### src/pbc_pkg.sv
// Package of constants for the boot clock configuration block.
`default_nettype none
package pbc_pkg;
    localparam int unsigned CFG_WIDTH = 6;
    localparam int unsigned BUS_WIDTH = 24;
    localparam int unsigned PLL_SEL_BIT = 5;
    localparam int unsigned MULT_MSB = 4;
    localparam int unsigned MULT_WIDTH = 5;
    localparam logic [5:0] CFG_RESET = 6'h00;
    localparam logic [4:0] MULT_MIN = 5'h05;
    localparam logic [4:0] MULT_MAX = 5'h1f;
    localparam logic [1:0] MODE_ONE = 2'h1;
    localparam logic [1:0] MODE_TWO = 2'h2;
    typedef enum logic [0:0] {
        PBC_OPEN = 1'b0,
        PBC_LOCKED = 1'b1
    } pbc_lock_type;
endpackage
`default_nettype wire

### src/pbc_boot_clock.sv
// Boot configuration location that picks PLL or direct video clocking.
//
// Behaviour
// - Bit 5 written one selects PLL multiplication of the input clock.
// - Multiplication factor is the unsigned value of bits 4 to 0.
// - The location accepts a write only after a reset cycle.
// - After one write, further writes are ignored until next reset.
// - Only the low six bus bits are captured; host uses normal writes.
// - PLL used only in mode 1; mode 2 or times-one clocks directly.
// - PLL mode multiplies a slow input clock by the programmed factor.
`default_nettype none
module pbc_boot_clock (
    input wire logic core_clk,
    input wire logic sys_rst,
    input wire logic cfg_wr_stb,
    input wire logic [23:0] muxed_addr_data_bus,
    input wire logic [1:0] video_mode,
    input wire logic times_one,
    output logic pll_enable,
    output logic [4:0] pll_mult,
    output logic cfg_locked,
    output logic factor_bad
);
    // Lock state and the six-bit location that it guards.
    pbc_pkg::pbc_lock_type lock_state;
    logic [5:0] pll_boot_config;
    // Values worked out each cycle and registered into the outputs below.
    logic next_pll_use;
    logic next_factor_bad;
    // High in a cycle in which a strobe meets the open lock; a reset in that cycle still wins.
    logic cfg_take;
    // Reset as seen one edge late; only the checks at the bottom read it.
    logic rst_trail;

    // The factor field of a location value, as an unsigned number.
    // Logic and checks both read it here, so they cannot drift apart.
    function automatic logic [4:0] cfg_factor(input logic [5:0] cfg);
        cfg_factor = cfg[pbc_pkg::MULT_MSB:0];
    endfunction

    // The part of the host bus that a boot write may carry.
    // The upper lines still hold address or junk and must never leak in.
    function automatic logic [5:0] cfg_from_bus(input logic [23:0] bus);
        cfg_from_bus = bus[pbc_pkg::CFG_WIDTH-1:0];
    endfunction

    // The PLL may run only with the select bit set, in mode 1, times-one off.
    // Any other combination falls back to the full-rate clock on the pin.
    function automatic logic pll_wanted(
        input logic [5:0] cfg,
        input logic [1:0] mode,
        input logic one_x
    );
        pll_wanted = cfg[pbc_pkg::PLL_SEL_BIT] && (mode == pbc_pkg::MODE_ONE) && !one_x;
    endfunction

    // A write is taken only while the lock is open. Reset wins over a strobe
    // in the same cycle, so a strobe inside reset never uses up the one write.
    always_comb begin
        cfg_take = cfg_wr_stb && (lock_state == pbc_pkg::PBC_OPEN);
    end

    // Write lock: opened by every reset, closed by the first strobe after it.
    // A strobe while already locked leaves it locked, which is harmless.
    always_ff @(posedge core_clk) begin
        if (sys_rst) begin
            lock_state <= pbc_pkg::PBC_OPEN;
        end else if (cfg_wr_stb) begin
            lock_state <= pbc_pkg::PBC_LOCKED;
        end
    end

    // Location capture: only the low six bus bits, and only once per reset.
    always_ff @(posedge core_clk) begin
        if (sys_rst) begin
            pll_boot_config <= pbc_pkg::CFG_RESET;
        end else if (cfg_take) begin
            pll_boot_config <= cfg_from_bus(muxed_addr_data_bus);
        end
    end

    // Clock source and the low-factor test, both from the stored location.
    always_comb begin
        next_pll_use = pll_wanted(pll_boot_config, video_mode, times_one);
        next_factor_bad = next_pll_use
            && (cfg_factor(pll_boot_config) < pbc_pkg::MULT_MIN);
    end

    // Clock select output; low means the pin clock drives video directly.
    always_ff @(posedge core_clk) begin
        if (sys_rst) begin
            pll_enable <= 1'b0;
        end else begin
            pll_enable <= next_pll_use;
        end
    end

    // Factor output. It is held even while the PLL is bypassed, so that
    // software reads back what was written whatever the mode.
    always_ff @(posedge core_clk) begin
        if (sys_rst) begin
            pll_mult <= cfg_factor(pbc_pkg::CFG_RESET);
        end else begin
            pll_mult <= cfg_factor(pll_boot_config);
        end
    end

    // Lock status output; it trails the internal lock by one edge.
    always_ff @(posedge core_clk) begin
        if (sys_rst) begin
            cfg_locked <= 1'b0;
        end else begin
            cfg_locked <= (lock_state == pbc_pkg::PBC_LOCKED);
        end
    end

    // Flags an illegal low factor so software can see the host slip. The
    // factor is not clamped, since keeping it in range is the host's duty.
    always_ff @(posedge core_clk) begin
        if (sys_rst) begin
            factor_bad <= 1'b0;
        end else begin
            factor_bad <= next_factor_bad;
        end
    end

    // Reset delayed by one edge. On the edge that ends a reset the release is
    // already visible, yet every flop still took its reset branch there, so
    // the checks below are held off on that edge as well.
    always_ff @(posedge core_clk) begin
        rst_trail <= sys_rst;
    end
endmodule
`default_nettype wire

### config.mk
export PLATFORM = sky130hd
export DESIGN_NAME = pbc_boot_clock
export DESIGN_NICKNAME = d
export VERILOG_FILES = /design/src/pbc_pkg.sv /design/src/pbc_boot_clock.sv
export SDC_FILE = /design/constraint.sdc
export NUM_CORES = 1
export LEC_CHECK = 0
export ABC_AREA = 1
export BUFFER_PORTS_ARGS = -buffer_cell sky130_fd_sc_hd__clkbuf_2
export CAP_MARGIN = 10
export CORE_MARGIN = 5
export CORE_UTILIZATION = 40
export DETAILED_ROUTE_END_ITERATION = 6
export GPL_TIMING_DRIVEN = 0
export MAX_ROUTING_LAYER = met4
export PLACE_DENSITY = 0.79
export SYNTH_ARGS = -nofsm -noshare
export SYNTH_HDL_FRONTEND = slang
export SYNTH_SLANG_ARGS = --single-unit
### constraint.sdc
create_clock -name core_clk -period 2.07 [get_ports core_clk]
set_input_delay 0.621 -clock core_clk [delete_from_list [all_inputs] [get_ports core_clk]]
set_output_delay 0.621 -clock core_clk [all_outputs]
set_load 0.02 [all_outputs]
==> impl_summary.log <==
INFO  metric status = completed
INFO  metric worst_ep_required_time = around 1.5 ns
INFO  metric first_pass_grt_wire_length = 1.61 mm
INFO  metric yosys_register_bits = 15
INFO  metric cts-resized-gates = 0
INFO  metric synth.cells.most_frequent = 22 x sky130_fd_sc_hd__nor2_1, 15 x sky130_fd_sc_hd__dfxtp_1, 9 x sky130_fd_sc_hd__nand2_1, 6 x sky130_fd_sc_hd__inv_1, 6 x sky130_fd_sc_hd__nand3b_1
INFO  metric critPathMaxFanout = 1
INFO  metric synth_most_common_cell = sky130_fd_sc_hd__nor2_1
INFO  metric tightest_slew = about 0.17 ns
INFO  metric p_leak = 0.338 nW
INFO  metric vias_per_cell = 4.19
INFO  metric max_freq = 0.729 GHz
INFO  metric area_share_of_the_leading_cell_type_in_the_synthesized_netlist = 57.6%
INFO  metric period_minus_slack = 1.37 ns
INFO  metric first_global_vias = between 400 and 500
INFO  metric crit_path_end_kind = primary output
INFO  metric final.period_utilization = 66.3%
INFO  metric postSynthAreaPerCell = approximately 8 um2
INFO  metric ys.warnings.count = 0
INFO  metric drv.max_cap_violation_count = 0
INFO  metric netlist_area = ~520 um2
INFO  metric cts_buffers = 3
INFO  metric cts_sinks = 15
INFO  metric total_power = 0.536 mW
INFO  metric htree_num_levels = 1
INFO  metric critPathMaxStageDelay = 0.32 ns
INFO  metric final_replace_weighted_congestion = 0.735
INFO  metric core_area = 1270 um2
INFO  metric maximum_number_of_pins_on_one_net_before_global_route_repair = 10
INFO  metric drt_pre_antenna_iters = 2
INFO  metric wire_per_inst = 8.82 um
INFO  metric power.density_cell_area = 816 nW/um2
INFO  metric vias = 427
INFO  metric finish.net_count = 118
INFO  metric cp_cell_sequence = clkbuf_2
INFO  metric die_height = 46.1 um
INFO  metric cts.reportedPaths.clkPinSlew = 0.08 ns
INFO  metric synth_cell_types = 10
INFO  metric post_synth_main_area_contributors = sky130_fd_sc_hd__dfxtp_1 58%, sky130_fd_sc_hd__nor2_1 16%, sky130_fd_sc_hd__nand3b_1 8.6%
INFO  metric sequential_fraction_of_the_synthesis_area = between 50% and 60%
INFO  metric worst-path-buf-inv = 1
INFO  metric postSynth.topFlopCell = sky130_fd_sc_hd__dfxtp_1
INFO  metric synth_enable_flop_cells = 0
INFO  metric synth_nets = 95
INFO  metric synthArstFlopShare = 0%
INFO  metric diodes = 0
INFO  metric cts_tree = built
INFO  metric worstHoldPathType = reg -> reg
INFO  metric final_layout_size_suffix_gt1_share = 29.9%
INFO  metric final_hold_viol_count = 0
INFO  metric critPathArrivalTime = 0.75 ns
INFO  metric global_route.overflow_total = 0
INFO  metric timing_max_transition_violations_final = 0
INFO  metric detail-route-antenna-nets = 0
INFO  metric start_util = 41.1%
INFO  metric antenna_violations_before_repair = 0
INFO  metric power.ir.vdd_worst = 374 uV
INFO  metric cts_buffer_depth = 2
INFO  metric syn-instance-count = 65
INFO  metric detail_route.drc_violations = 0
INFO  metric kind_of_cell_adding_the_most_delay_to_the_critical_path = flip-flops
INFO  metric die_w = 46.1 um
INFO  metric worst_skew_pair_later_pin_latency = 0.27 ns
INFO  metric dieArea = 2130 um2
INFO  metric worst_setup_path_start_kind = flip-flop
INFO  metric root_buffer = sky130_fd_sc_hd__clkbuf_4
INFO  metric cts_setup_buffers = 0
INFO  metric crit_type = reg -> out
INFO  metric synth.largest_area_cell = sky130_fd_sc_hd__dfxtp_1
INFO  metric layout-area-overhead-vs-synth = 25.9%
INFO  metric rsz0062_at_grt = false
INFO  metric design.portCount = 38
INFO  metric grt.total_usage = 11.4%
INFO  metric dp.final_hpwl = 710 um
INFO  metric drt_iter0_markers = 2
INFO  metric cts_hold_buffers_added = 0
INFO  metric rows = 13
INFO  metric io_buffers = 18
INFO  metric setup_total_neg_slack = 0 ns
INFO  metric worst_clock_skew = 0.00418 ns
INFO  metric finalSetupViolations = 0
INFO  metric sum_of_routed_wire_length_over_all_layers = approximately 900 um
INFO  metric max_slew_margin = 88.8%
INFO  metric critical_path.slowest_cell = sky130_fd_sc_hd__dfxtp_1
INFO  metric hold-worst-slack = between 0.4 and 0.5 ns
==> registers in the layout (all words and copies together) (netlist names) <==
signal           count
lock_state           1
pll_mult             5
factor_bad           1
pll_boot_config      6
cfg_locked           1
pll_enable           1
==> worst paths after layout <==
path	from	to	slack (ns)	cells past startpoint
worst max-delay path	pll_mult[1]$_SDFF_PP0_	pll_mult[1]	0.70	1
worst min-delay path	pll_boot_config[0]$_SDFFE_PP0P_	pll_mult[0]$_SDFF_PP0_	0.43	2
worst max register to register	lock_state$_SDFFE_PP0P_	pll_boot_config[4]$_SDFFE_PP0P_	1.27	4
worst min register to register	pll_boot_config[0]$_SDFFE_PP0P_	pll_mult[0]$_SDFF_PP0_	0.43	2
==> kinds of logic after synthesis <==
family | Yosys count | share of synthesized area, %
buffers and inverters | 10 | 7.43
AND/OR/NAND/NOR | 38 | 33.1
AO/OA/AOI/OAI | 2 | 1.92
flip-flops | 15 | 57.6
==> tightest hold or removal path: stages, from the launching register on <==
cell	delay [ns]
sky130_fd_sc_hd__dfxtp_1	0.32
sky130_fd_sc_hd__inv_1	0.05
sky130_fd_sc_hd__nor2_1	0.03
==> power by group <==
group | internal, mW | switching [mW] | leakage (nW)
logic | 0.0269 | 0.0363 | 0.199
clock network | 0.0747 | 0.0843 | 0.0150
registers | 0.305 | 0.00874 | 0.123
total | 0.407 | 0.129 | 0.338
==> layout by cell type (no fill, tap or decap), drive strengths merged <==
| master | netlist | layout |
|---|---|---|
| clkbuf | 0 | 22 |
| o21ai | 1 | 1 |
| dfxtp | 15 | 15 |
| nor2 | 23 | 23 |
| inv | 9 | 9 |
| nand2 | 9 | 9 |
| buf | 1 | 1 |
| a21oi | 1 | 1 |
| nand3b | 6 | 6 |
==> per-stage QoR <==
step / instances / area [um2] / setup slack (ns) / utilization [%]
floorplan: 65 / 522 / 1.00 / -
global placement: 98 / 631 / 0.888 / 49.7
detailed placement: 98 / 631 / 0.864 / 49.7
CTS: 102 / 657 / 0.681 / 51.8
global route: 102 / 657 / 0.660 / 51.8
finish: 102 / 657 / 0.698 / 51.8
==> final cells by class <==
cell class	instances	area [um2]
clock buffer	4	26.3
fill	137	612
sequential	15	300
timing repair buffer	18	90.1
multi-input combinational	40	183
buffer	1	5.00
inverter	9	33.8
tap	15	18.8
==> per-layer routing <==
layer	share of wire, %	global-route usage (%)
met1	43	12.3
met2	45	17.3
met3	9.0	1.17
met4	2.6	11.9
met5	0	-
Power figures use the tool's default switching activity.
